--- config.mk ---
export PLATFORM = sky130hd
export DESIGN_NAME = srrs_seq
export DESIGN_NICKNAME = d
export VERILOG_FILES = /design/src/srrs_pkg.sv /design/src/srrs_mem_port.sv /design/src/srrs_pad.sv /design/src/srrs_seq.sv
export SDC_FILE = /design/constraint.sdc
export NUM_CORES = 1
export LEC_CHECK = 0
export ABC_AREA = 0
export BUFFER_PORTS_ARGS = -buffer_cell sky130_fd_sc_hd__clkbuf_2
export CORE_MARGIN = 5
export CORE_UTILIZATION = 54
export CTS_BUF_LIST = sky130_fd_sc_hd__clkbuf_4 sky130_fd_sc_hd__clkbuf_8
export CTS_CLUSTER_SIZE = 28
export DETAILED_ROUTE_END_ITERATION = 7
export PLACE_DENSITY = 0.94
export SKIP_LAST_GASP = 1
export SLEW_MARGIN = 10
export SYNTH_ARGS = -nofsm -noshare
export SYNTH_HDL_FRONTEND = slang
export SYNTH_SLANG_ARGS = --single-unit
--- constraint.sdc ---
create_clock -name CLK_IN -period 3.04 [get_ports CLK_IN]
set_input_delay 0.152 -clock CLK_IN [delete_from_list [all_inputs] [get_ports CLK_IN]]
set_output_delay 0.152 -clock CLK_IN [all_outputs]
set_load 0.01 [all_outputs]
--- src/srrs_pkg.sv ---
package srrs_pkg;
  // prefix and opcode encodings
  localparam logic [7:0] PFX_UNEQUAL = 8'hF2;
  localparam logic [7:0] PFX_EQUAL = 8'hF3;
  localparam logic [7:0] OP_CMP_B = 8'hA6;
  localparam logic [7:0] OP_CMP_W = 8'hA7;
  localparam logic [7:0] OP_SCAN_B = 8'hAE;
  localparam logic [7:0] OP_SCAN_W = 8'hAF;
  localparam logic [7:0] OP_RET_NEAR = 8'hC3;
  localparam logic [7:0] OP_RET_FAR = 8'hCB;
  localparam logic [7:0] OP_RET_NEAR_IMM = 8'hC2;
  localparam logic [7:0] OP_RET_FAR_IMM = 8'hCA;
  // clock figures, in core clocks
  localparam logic [7:0] CLK_REP_SETUP = 8'h05;
  localparam logic [7:0] CLK_REP_SETUP_W8 = 8'h09;
  localparam logic [7:0] CLK_CMP_ITER = 8'h16;
  localparam logic [7:0] CLK_SCAN_ITER = 8'h0F;
  localparam logic [7:0] CLK_RET_NEAR = 8'h10;
  localparam logic [7:0] CLK_RET_NEAR_W8 = 8'h14;
  localparam logic [7:0] CLK_RET_FAR = 8'h16;
  localparam logic [7:0] CLK_RET_FAR_W8 = 8'h1E;
  localparam logic [7:0] CLK_RET_NEAR_IMM = 8'h12;
  localparam logic [7:0] CLK_RET_NEAR_IMM_W8 = 8'h16;
  localparam logic [7:0] CLK_RET_FAR_IMM = 8'h19;
  localparam logic [7:0] CLK_RET_FAR_IMM_W8 = 8'h21;
  localparam logic [15:0] POP_STEP = 16'h0002;
  localparam logic [15:0] RESET_WORD = 16'h0000;
  typedef enum logic [7:0] {
    ST_IDLE = 8'h01,
    ST_REP_SETUP = 8'h02,
    ST_REP_IRQ = 8'h04,
    ST_REP_EXEC = 8'h08,
    ST_POP_OFS = 8'h10,
    ST_POP_SEG = 8'h20,
    ST_RELEASE = 8'h40,
    ST_DONE = 8'h80
  } srrs_state_e;
endpackage : srrs_pkg

--- src/srrs_mem_port.sv ---
`timescale 1ns/1ps
// single outstanding read toward system memory; data held in a register
module srrs_mem_port (
  input wire logic clk_in,
  input wire logic rst_n_in,
  input wire logic req_in,
  input wire logic [15:0] seg_in,
  input wire logic [15:0] ofs_in,
  output logic busy_out,
  output logic done_out,
  output logic [15:0] rdata_out,
  output logic mem_req_out,
  output logic [15:0] mem_seg_out,
  output logic [15:0] mem_ofs_out,
  input wire logic mem_ack_in,
  input wire logic [15:0] mem_rdata_in
);
  // request stays up until memory acknowledges
  always_ff @(posedge clk_in or negedge rst_n_in) begin
    if (!rst_n_in) begin
      mem_req_out <= 1'b0;
      mem_seg_out <= 16'h0000;
      mem_ofs_out <= 16'h0000;
      rdata_out <= 16'h0000;
      done_out <= 1'b0;
    end else begin
      done_out <= 1'b0;
      if (mem_req_out && mem_ack_in) begin
        mem_req_out <= 1'b0;
        rdata_out <= mem_rdata_in;
        done_out <= 1'b1;
      end else if (req_in && !mem_req_out) begin
        mem_req_out <= 1'b1;
        mem_seg_out <= seg_in;
        mem_ofs_out <= ofs_in;
      end
    end
  end
  assign busy_out = mem_req_out;
endmodule : srrs_mem_port

--- src/srrs_pad.sv ---
`timescale 1ns/1ps
// stalls completion until an instruction has used its documented clock budget
module srrs_pad #(
  parameter int W = 16
) (
  input wire logic clk_in,
  input wire logic rst_n_in,
  input wire logic load_in,
  input wire logic [W-1:0] budget_in,
  output logic expired_out
);
  logic [W-1:0] cnt_q;
  // load the budget, then count down to zero; expired at one or below
  always_ff @(posedge clk_in or negedge rst_n_in) begin
    if (!rst_n_in) begin
      cnt_q <= '0;
    end else if (load_in) begin
      cnt_q <= budget_in;
    end else if (cnt_q != '0) begin
      cnt_q <= cnt_q - W'(1);
    end
  end
  assign expired_out = (cnt_q <= W'(1)) && !load_in;
endmodule : srrs_pad

--- src/srrs_seq.sv ---
`timescale 1ns/1ps
module srrs_seq #(
  parameter bit NARROW_BUS = 1'b0
) (
  input wire logic CLK_IN,
  input wire logic RST_N_IN,
  // decoded instruction from the fetch stage
  input wire logic START_IN,
  input wire logic [7:0] PREFIX_IN,
  input wire logic [7:0] OPCODE_IN,
  input wire logic [15:0] IMM_IN,
  input wire logic [15:0] INSN_ADDR_IN,
  input wire logic [15:0] COUNT_REGISTER_IN,
  input wire logic [15:0] STACK_POINTER_IN,
  input wire logic [15:0] STACK_SEGMENT_IN,
  input wire logic [15:0] CODE_SEGMENT_IN,
  // string primitive engine
  output logic STR_GO_OUT,
  output logic STR_SCAN_OUT,
  output logic STR_WORD_OUT,
  input wire logic STR_DONE_IN,
  input wire logic ZERO_FLAG_IN,
  // interrupt controller
  input wire logic IRQ_PENDING_IN,
  output logic IRQ_ACK_OUT,
  output logic [15:0] IRQ_RESUME_ADDR_OUT,
  input wire logic IRQ_SERVICED_IN,
  // memory for stack reads
  output logic MEM_REQ_OUT,
  output logic [15:0] MEM_SEG_OUT,
  output logic [15:0] MEM_OFS_OUT,
  input wire logic MEM_ACK_IN,
  input wire logic [15:0] MEM_RDATA_IN,
  // architectural results
  output logic [15:0] COUNT_REGISTER_OUT,
  output logic [15:0] STACK_POINTER_OUT,
  output logic [15:0] INSTRUCTION_POINTER_OUT,
  output logic [15:0] CODE_SEGMENT_OUT,
  output logic RET_LOAD_OUT,
  output logic BUSY_OUT,
  output logic DONE_OUT,
  output logic ILLEGAL_OUT
);
  srrs_pkg::srrs_state_e state_q;
  logic [15:0] count_q;
  logic [15:0] stk_ptr_q;
  logic [15:0] ret_ofs_q;
  logic [15:0] cs_q;
  logic [15:0] imm_q;
  logic [15:0] resume_q;
  logic stop_on_set_q;
  logic scan_q;
  logic word_q;
  logic far_q;
  logic has_imm_q;
  logic ret_load_q;
  logic ret_flag_q;
  logic str_done_q;
  logic zero_flag_q;
  logic done_q;
  logic illegal_q;
  logic is_rep_pfx;
  logic is_str_op;
  logic is_ret_op;
  logic rep_stop;
  logic pad_load;
  logic [15:0] pad_budget;
  logic pad_expired;
  logic pop_req;
  logic pop_busy;
  logic pop_done;
  logic [15:0] pop_data;

  // decode: both repeat spellings share one encoding each
  assign is_rep_pfx = (PREFIX_IN == srrs_pkg::PFX_UNEQUAL) ||
    (PREFIX_IN == srrs_pkg::PFX_EQUAL);
  assign is_str_op = (OPCODE_IN == srrs_pkg::OP_CMP_B) || (OPCODE_IN == srrs_pkg::OP_CMP_W) ||
    (OPCODE_IN == srrs_pkg::OP_SCAN_B) || (OPCODE_IN == srrs_pkg::OP_SCAN_W);
  assign is_ret_op = (OPCODE_IN == srrs_pkg::OP_RET_NEAR) ||
    (OPCODE_IN == srrs_pkg::OP_RET_FAR) || (OPCODE_IN == srrs_pkg::OP_RET_NEAR_IMM) ||
    (OPCODE_IN == srrs_pkg::OP_RET_FAR_IMM);

  // exit test after decrement; prefix picks which flag sense
  assign rep_stop = (count_q == 16'h0000) ||
    (stop_on_set_q ? zero_flag_q : !zero_flag_q);

  // per-iteration and per-instruction clock budget
  always_comb begin
    pad_load = 1'b0;
    pad_budget = 16'h0000;
    if (state_q == srrs_pkg::ST_IDLE && START_IN) begin
      pad_load = 1'b1;
      if (is_rep_pfx && is_str_op) begin
        // word form on the narrow bus pays four more setup clocks
        pad_budget = {8'h00, (NARROW_BUS && OPCODE_IN[0]) ?
          srrs_pkg::CLK_REP_SETUP_W8 : srrs_pkg::CLK_REP_SETUP};
      end else begin
        case (OPCODE_IN)
          srrs_pkg::OP_RET_NEAR: pad_budget = {8'h00, NARROW_BUS ?
            srrs_pkg::CLK_RET_NEAR_W8 : srrs_pkg::CLK_RET_NEAR};
          srrs_pkg::OP_RET_FAR: pad_budget = {8'h00, NARROW_BUS ?
            srrs_pkg::CLK_RET_FAR_W8 : srrs_pkg::CLK_RET_FAR};
          srrs_pkg::OP_RET_NEAR_IMM: pad_budget = {8'h00, NARROW_BUS ?
            srrs_pkg::CLK_RET_NEAR_IMM_W8 : srrs_pkg::CLK_RET_NEAR_IMM};
          srrs_pkg::OP_RET_FAR_IMM: pad_budget = {8'h00, NARROW_BUS ?
            srrs_pkg::CLK_RET_FAR_IMM_W8 : srrs_pkg::CLK_RET_FAR_IMM};
          default: pad_budget = 16'h0001;
        endcase
      end
    end else if (state_q == srrs_pkg::ST_REP_IRQ && !IRQ_PENDING_IN) begin
      // iteration budget starts when the primitive is launched
      pad_load = 1'b1;
      pad_budget = {8'h00, scan_q ? srrs_pkg::CLK_SCAN_ITER :
        srrs_pkg::CLK_CMP_ITER};
    end
  end

  srrs_pad #(
    .W(16)
  ) u_pad (
    .clk_in(CLK_IN),
    .rst_n_in(RST_N_IN),
    .load_in(pad_load),
    .budget_in(pad_budget),
    .expired_out(pad_expired)
  );

  // stack reads go through one outstanding request
  assign pop_req = (state_q == srrs_pkg::ST_POP_OFS || state_q == srrs_pkg::ST_POP_SEG) &&
    !pop_busy && !pop_done;

  srrs_mem_port u_mem (
    .clk_in(CLK_IN),
    .rst_n_in(RST_N_IN),
    .req_in(pop_req),
    .seg_in(STACK_SEGMENT_IN),
    .ofs_in(stk_ptr_q),
    .busy_out(pop_busy),
    .done_out(pop_done),
    .rdata_out(pop_data),
    .mem_req_out(MEM_REQ_OUT),
    .mem_seg_out(MEM_SEG_OUT),
    .mem_ofs_out(MEM_OFS_OUT),
    .mem_ack_in(MEM_ACK_IN),
    .mem_rdata_in(MEM_RDATA_IN)
  );

  // sequencer; flags are never written here, only sampled
  always_ff @(posedge CLK_IN or negedge RST_N_IN) begin
    if (!RST_N_IN) begin
      state_q <= srrs_pkg::ST_IDLE;
    end else begin
      case (state_q)
        srrs_pkg::ST_IDLE: begin
          if (START_IN && is_rep_pfx && is_str_op) begin
            state_q <= srrs_pkg::ST_REP_SETUP;
          end else if (START_IN && is_ret_op) begin
            state_q <= srrs_pkg::ST_POP_OFS;
          end else if (START_IN) begin
            state_q <= srrs_pkg::ST_DONE;
          end
        end
        srrs_pkg::ST_REP_SETUP: begin
          if (pad_expired) begin
            // zero count skips the loop entirely
            state_q <= (count_q == 16'h0000) ? srrs_pkg::ST_DONE : srrs_pkg::ST_REP_IRQ;
          end
        end
        srrs_pkg::ST_REP_IRQ: begin
          if (!IRQ_PENDING_IN) begin
            state_q <= srrs_pkg::ST_REP_EXEC;
          end
        end
        srrs_pkg::ST_REP_EXEC: begin
          if (str_done_q && pad_expired) begin
            state_q <= rep_stop ? srrs_pkg::ST_DONE : srrs_pkg::ST_REP_IRQ;
          end
        end
        srrs_pkg::ST_POP_OFS: begin
          if (pop_done) begin
            state_q <= far_q ? srrs_pkg::ST_POP_SEG :
              (has_imm_q ? srrs_pkg::ST_RELEASE : srrs_pkg::ST_DONE);
          end
        end
        srrs_pkg::ST_POP_SEG: begin
          if (pop_done) begin
            state_q <= has_imm_q ? srrs_pkg::ST_RELEASE : srrs_pkg::ST_DONE;
          end
        end
        srrs_pkg::ST_RELEASE: state_q <= srrs_pkg::ST_DONE;
        srrs_pkg::ST_DONE: begin
          if (pad_expired) begin
            state_q <= srrs_pkg::ST_IDLE;
          end
        end
        default: state_q <= srrs_pkg::ST_IDLE;
      endcase
    end
  end

  // latch the decoded instruction
  always_ff @(posedge CLK_IN or negedge RST_N_IN) begin
    if (!RST_N_IN) begin
      stop_on_set_q <= 1'b0;
      scan_q <= 1'b0;
      word_q <= 1'b0;
      far_q <= 1'b0;
      has_imm_q <= 1'b0;
      imm_q <= srrs_pkg::RESET_WORD;
      resume_q <= srrs_pkg::RESET_WORD;
      illegal_q <= 1'b0;
    end else if (state_q == srrs_pkg::ST_IDLE && START_IN) begin
      stop_on_set_q <= (PREFIX_IN == srrs_pkg::PFX_UNEQUAL);
      scan_q <= OPCODE_IN[3];
      word_q <= OPCODE_IN[0];
      far_q <= OPCODE_IN[3];
      has_imm_q <= !OPCODE_IN[0];
      imm_q <= IMM_IN;
      resume_q <= INSN_ADDR_IN;
      // anything else is not ours to run
      illegal_q <= !((is_rep_pfx && is_str_op) || is_ret_op);
    end
  end

  // primitive result held; the done pulse may come long before the budget ends
  always_ff @(posedge CLK_IN or negedge RST_N_IN) begin
    if (!RST_N_IN) begin
      str_done_q <= 1'b0;
      zero_flag_q <= 1'b0;
    end else if (state_q != srrs_pkg::ST_REP_EXEC) begin
      str_done_q <= 1'b0;
    end else if (STR_DONE_IN && !str_done_q) begin
      str_done_q <= 1'b1;
      zero_flag_q <= ZERO_FLAG_IN;
    end
  end

  // count register: loaded at start, decremented after each primitive
  always_ff @(posedge CLK_IN or negedge RST_N_IN) begin
    if (!RST_N_IN) begin
      count_q <= srrs_pkg::RESET_WORD;
    end else if (state_q == srrs_pkg::ST_IDLE && START_IN) begin
      count_q <= COUNT_REGISTER_IN;
    end else if (state_q == srrs_pkg::ST_REP_EXEC && STR_DONE_IN && !str_done_q) begin
      count_q <= count_q - 16'h0001;
    end
  end

  // stack pointer: plus two per pop, immediate only after all pops
  always_ff @(posedge CLK_IN or negedge RST_N_IN) begin
    if (!RST_N_IN) begin
      stk_ptr_q <= srrs_pkg::RESET_WORD;
    end else if (state_q == srrs_pkg::ST_IDLE && START_IN) begin
      stk_ptr_q <= STACK_POINTER_IN;
    end else if (pop_done) begin
      stk_ptr_q <= stk_ptr_q + srrs_pkg::POP_STEP;
    end else if (state_q == srrs_pkg::ST_RELEASE) begin
      stk_ptr_q <= stk_ptr_q + imm_q;
    end
  end

  // return target: offset first, then segment for far
  always_ff @(posedge CLK_IN or negedge RST_N_IN) begin
    if (!RST_N_IN) begin
      ret_ofs_q <= srrs_pkg::RESET_WORD;
      cs_q <= srrs_pkg::RESET_WORD;
      ret_load_q <= 1'b0;
    end else begin
      ret_load_q <= (state_q == srrs_pkg::ST_DONE) && pad_expired && ret_flag_q;
      if (state_q == srrs_pkg::ST_IDLE && START_IN) begin
        cs_q <= CODE_SEGMENT_IN;
      end else if (state_q == srrs_pkg::ST_POP_OFS && pop_done) begin
        ret_ofs_q <= pop_data;
      end else if (state_q == srrs_pkg::ST_POP_SEG && pop_done) begin
        cs_q <= pop_data;
      end
    end
  end

  // completion pulse marks the instruction retired
  always_ff @(posedge CLK_IN or negedge RST_N_IN) begin
    if (!RST_N_IN) begin
      done_q <= 1'b0;
    end else begin
      done_q <= (state_q == srrs_pkg::ST_DONE) && pad_expired;
    end
  end

  // interrupts are only taken before each iteration, never mid primitive
  assign IRQ_ACK_OUT = (state_q == srrs_pkg::ST_REP_IRQ) && IRQ_PENDING_IN;
  // resume point re-enters the prefixed instruction with live count
  assign IRQ_RESUME_ADDR_OUT = resume_q;
  // go drops as soon as the primitive reports, budget may still run
  assign STR_GO_OUT = (state_q == srrs_pkg::ST_REP_EXEC) && !str_done_q;
  assign STR_SCAN_OUT = scan_q;
  assign STR_WORD_OUT = word_q;
  assign COUNT_REGISTER_OUT = count_q;
  assign STACK_POINTER_OUT = stk_ptr_q;
  assign INSTRUCTION_POINTER_OUT = ret_ofs_q;
  assign CODE_SEGMENT_OUT = cs_q;
  assign RET_LOAD_OUT = ret_load_q;
  assign BUSY_OUT = (state_q != srrs_pkg::ST_IDLE);
  assign DONE_OUT = done_q;
  assign ILLEGAL_OUT = done_q && illegal_q;

  // remember whether the running instruction was a return
  always_ff @(posedge CLK_IN or negedge RST_N_IN) begin
    if (!RST_N_IN) begin
      ret_flag_q <= 1'b0;
    end else if (state_q == srrs_pkg::ST_IDLE && START_IN) begin
      ret_flag_q <= is_ret_op;
    end
  end
  // IRQ_SERVICED_IN is unused; the loop leaves the interrupt check state once IRQ_PENDING_IN drops
  logic unused_serviced;
  assign unused_serviced = IRQ_SERVICED_IN;
endmodule : srrs_seq

==> out/metrics.yaml <==
status:
  outcome: "completed"
critical_path:
  cpPeakStageDelay_ns: 0.73
  cp_max_fo: 8
  crit_buf_inv: 0
  worst-r2r-setup-slack_ns: 0.37
  worstRegToRegCells: 6
  worstPathArrival_ns: 3.02
  critPathTopFamily: "simple AND/OR/NAND/NOR gates"
  regToRegEndpoint: "COUNT_REGISTER_OUT[12]$_DFFE_PN0P_"
  path_class: "register to register"
  crit_required_ns: 3.39
  crit_path_end_kind: "register"
  crit_path_top_delay_cell: "or4_1"
  worstPathCellList: "or4_1 > nor4_4 > nand4_2 > nor4_2 > xnor2_1 > o21ai_2"
  start_kind: "register"
  r2r_start: "state_q[4]$_DFFE_PN0P_"
grt:
  antenna_found_initial: 2
  grt-ovfl-total: 0
  grt_max_degree: 68
  grt_pass1_vias: 9225
  grt.total_usage_pct: 30.18
  grt_pass1_wl_mm: 47.68
synthesis:
  syn_avg_cell_area_sq_um: 10.08
  synth_largest_area_cell: "dfrtp_1"
  ys_ff_latch: 180
  yosys_warnings: 0
  synth_simple_gate_area_share_pct: 19.25
  synth_top_family_by_area: "simple AND/OR/NAND/NOR gates"
  synthFlopType: "dfrtp_1"
  synth.distinct_cells: 67
  synthTopCellsByArea: "dfrtp_1, mux2_2, nand2_1, nor2_1, xnor2_1"
  synth_fp_nets: 1060
  ys_seq_area_share_pct: 49.52
  syn_area_sq_um: 9099
  synth_mux_area_share_pct: 9.598
  syn_inst: 903
  synth_top_area_share_pct: 49.23
  synth_xor_area_share_pct: 4.043
  yosys.area_share.adder_pct: 2.970
  async_flop_share_pct: 100.0
  synth_compound_area_share_pct: 12.09
  synth_edf_count: 0
job:
  maxCapViolCount: 0
routing:
  drc: 0
  drt_wl_total_mm: 29.60
  vias_per_cell: 5.856
  ant_nets: 0
  wl_per_cell_microns: 19.58
  firstDrtPassIters: 6
  num_vias: 8854
  drt_first_iter_violations: 670
timing:
  maxSlewViolCount: 0
  tightestPinTransition_ns: 1.168
  period_needed_ns: 2.674
  setup_viol: 0
  hold_viol: 0
  rsz0062_at_grt: "no"
  setup_slack_ns: 0.3656
  skew_ns: 0.01348
  period_share_pct: 87.97
  fmax_mhz: 373.9
  tns_ns: 0
  maxSlewHeadroom_pct: 21.38
floorplanning:
  fp.dieW_microns: 139.8
  coreArea_sq_um: 16580
  std_cell_rows: 47
  start_util_pct: 54.87
  die_h_microns: 139.8
  io_pins: 257
  die_area_sq_um: 19550
worst_hold_path:
  min_path_cells: 3
  hp-class: "input port to register"
  holdPathEnd: "STACK_POINTER_OUT[15]$_DFFE_PN0P_"
  worstHoldStart: "STACK_POINTER_IN[15]"
clock_network:
  cts_num_sinks: 180
  cts.reportedPaths.clkPinSlew_ns: 0.10
  clk_path_buf_depth: 2
  cts_max_level: 4
  tritoncts: "yes"
  cts_made_buffers: 17
  clock_latency_ns: 0.47
  cts-root-buf: "clkbuf_8"
cells_and_area:
  layout-drive-gt1-share_pct: 31.16
  fillers: 1080
  final_nets: 1435
  syn_to_final_growth_pct: 34.39
place:
  place_congestion: 0.9201
  portBuffers: 255
  dp_hpwl_mm: 18.82
  dp_slack_ns: 0.4472
pwr:
  p_leak_nw: 6.187
  vdd_drop_max_mv: 0.4086
  power_density_nw_per_um2: 845.2
## cells in the final DEF (no fill, tap or decap), drive strengths merged, types with 10 or more instances in the layout
cell type    synthesis  layout
a21oi               44      44
a31oi               10      10
buf                 10      20
clkbuf              24     271
dfrtp              179     179
dlygate4sd3          0     116
ha                  20      20
inv                 24      31
mux2                66      66
mux2i               13      13
nand2              155     155
nand3               20      20
nand4               13      13
nor2                72      72
nor2b               11      11
nor3                16      16
nor4                21      21
o21a                10      10
o21ai               43      43
xnor2               29      29
xor2                13      13
## synthesized netlist by cell type, types with 4 or more instances
master	count
nand3_1	20
clkbuf_1	24
inv_1	24
mux2_2	66
nand2_1	154
a21oi_1	44
a211o_1	5
a22oi_1	4
nor3_1	14
nand4_1	11
and2_1	6
dfrtp_1	179
nand3b_1	4
ha_1	20
xnor2_1	29
o21ai_1	12
a31oi_1	10
a21o_1	6
xor2_1	13
nand2b_1	8
o21ai_0	28
mux2i_1	13
or3_1	4
o22ai_1	8
or2_2	5
or4_1	5
nor4_2	6
o21a_1	10
o211ai_1	6
nor4_1	14
nor2b_1	11
nand4b_1	5
buf_2	10
a211oi_1	5
nor2_1	72
## cells by family (layout without fill, tap and decap cells)
group	count (synthesis)	in the layout
adder cells (fa/ha/maj)	21	21
AND/OR/NAND/NOR	354	354
buffers and inverters	58	445
multiplexers	79	79
other	0	2
flip-flops	180	180
XOR/XNOR	42	42
AO/OA/AOI/OAI	169	169
## through the flow
step           util [%]  power (mW)  instance area [sq um]  hold slack, ns  cells
2_1_floorplan         -       6.834                   9099         -0.1436    903
3_3_place_gp      64.46       8.154                  10690          0.1264   1363
3_5_place_dp      64.46       8.426                  10690          0.1300   1363
4_1_cts           73.71       10.14                  12220        0.008221   1510
5_1_grt           73.74       10.98                  12230         0.01551   1512
6_report          73.74       10.34                  12230         0.03071   1512
## flip-flops by register name, summed over array words and instances (netlist names), 8 cells and up
signal / cells
IRQ_RESUME_ADDR_OUT: 16
u_pad.cnt_q: 16
INSTRUCTION_POINTER_OUT: 16
u_mem.mem_seg_out: 16
u_mem.rdata_out: 16
state_q: 8
CODE_SEGMENT_OUT: 16
STACK_POINTER_OUT: 16
u_mem.mem_ofs_out: 16
imm_q: 16
COUNT_REGISTER_OUT: 16
## how the worst max path moves through the flow
stage,startpoint,endpoint,depth (start not counted)
after global placement,state_q[4]$_DFFE_PN0P_,STACK_POINTER_OUT[15]$_DFFE_PN0P_,7
after floorplan,state_q[4]$_DFFE_PN0P_,COUNT_REGISTER_OUT[14]$_DFFE_PN0P_,7
final,state_q[4]$_DFFE_PN0P_,COUNT_REGISTER_OUT[12]$_DFFE_PN0P_,6
after detailed placement,state_q[4]$_DFFE_PN0P_,u_pad.cnt_q[13]$_DFFE_PN0P_,7
after CTS,u_pad.cnt_q[11]$_DFFE_PN0P_,state_q[6]$_DFFE_PN0P_,6
after global routing,STACK_POINTER_OUT[1]$_DFFE_PN0P_,STACK_POINTER_OUT[15]$_DFFE_PN0P_,7
## timing repair
item / 4_1_cts / 5_1_grt
hold buffers: 116 / 0
endpoints found under the hold margin: 162 / 0
setup buffers: 0 / 0
gates resized for setup: 0 / 0
## per-layer routing
layer / up-vias / wire (microns) / global-route usage, %
met5: - / 0 / 0
met3: 129 / 2350 / 7.444
met2: 477 / 14800 / 50.04
li1: 3946 / - / -
met4: 0 / 1369 / 15.76
met1: 4302 / 11080 / 36.51
## layout make-up
cell class              instances  area, sq um  share of cell area, %
flip-flops and latches        180         4506                  36.85
multi-input cells             665         4380                  35.82
repair buffers                390         2599                  21.25
well taps                     220        275.3                  2.251
clock buffers                  17        234.0                  1.913
clock inverters                14        138.9                  1.136
inverters                      24        90.09                 0.7367
diodes                          2        5.005                0.04093
## worst register-to-register path, cell delays in order, from the launching register on
cell	delay (ns)
dfrtp_1	0.45
or4_1	0.74
nor4_4	0.57
nand4_2	0.27
nor4_2	0.25
xnor2_1	0.18
o21ai_2	0.09
## report_power, final
part | internal (mW) | switching (mW) | total [mW]
logic | 2.02 | 2.72 | 4.75
registers | 3.15 | 0.849 | 4.00
clock network | 0.602 | 0.989 | 1.59
total | 5.77 | 4.56 | 10.3
Note: power is estimated with default switching activity, not from simulation.
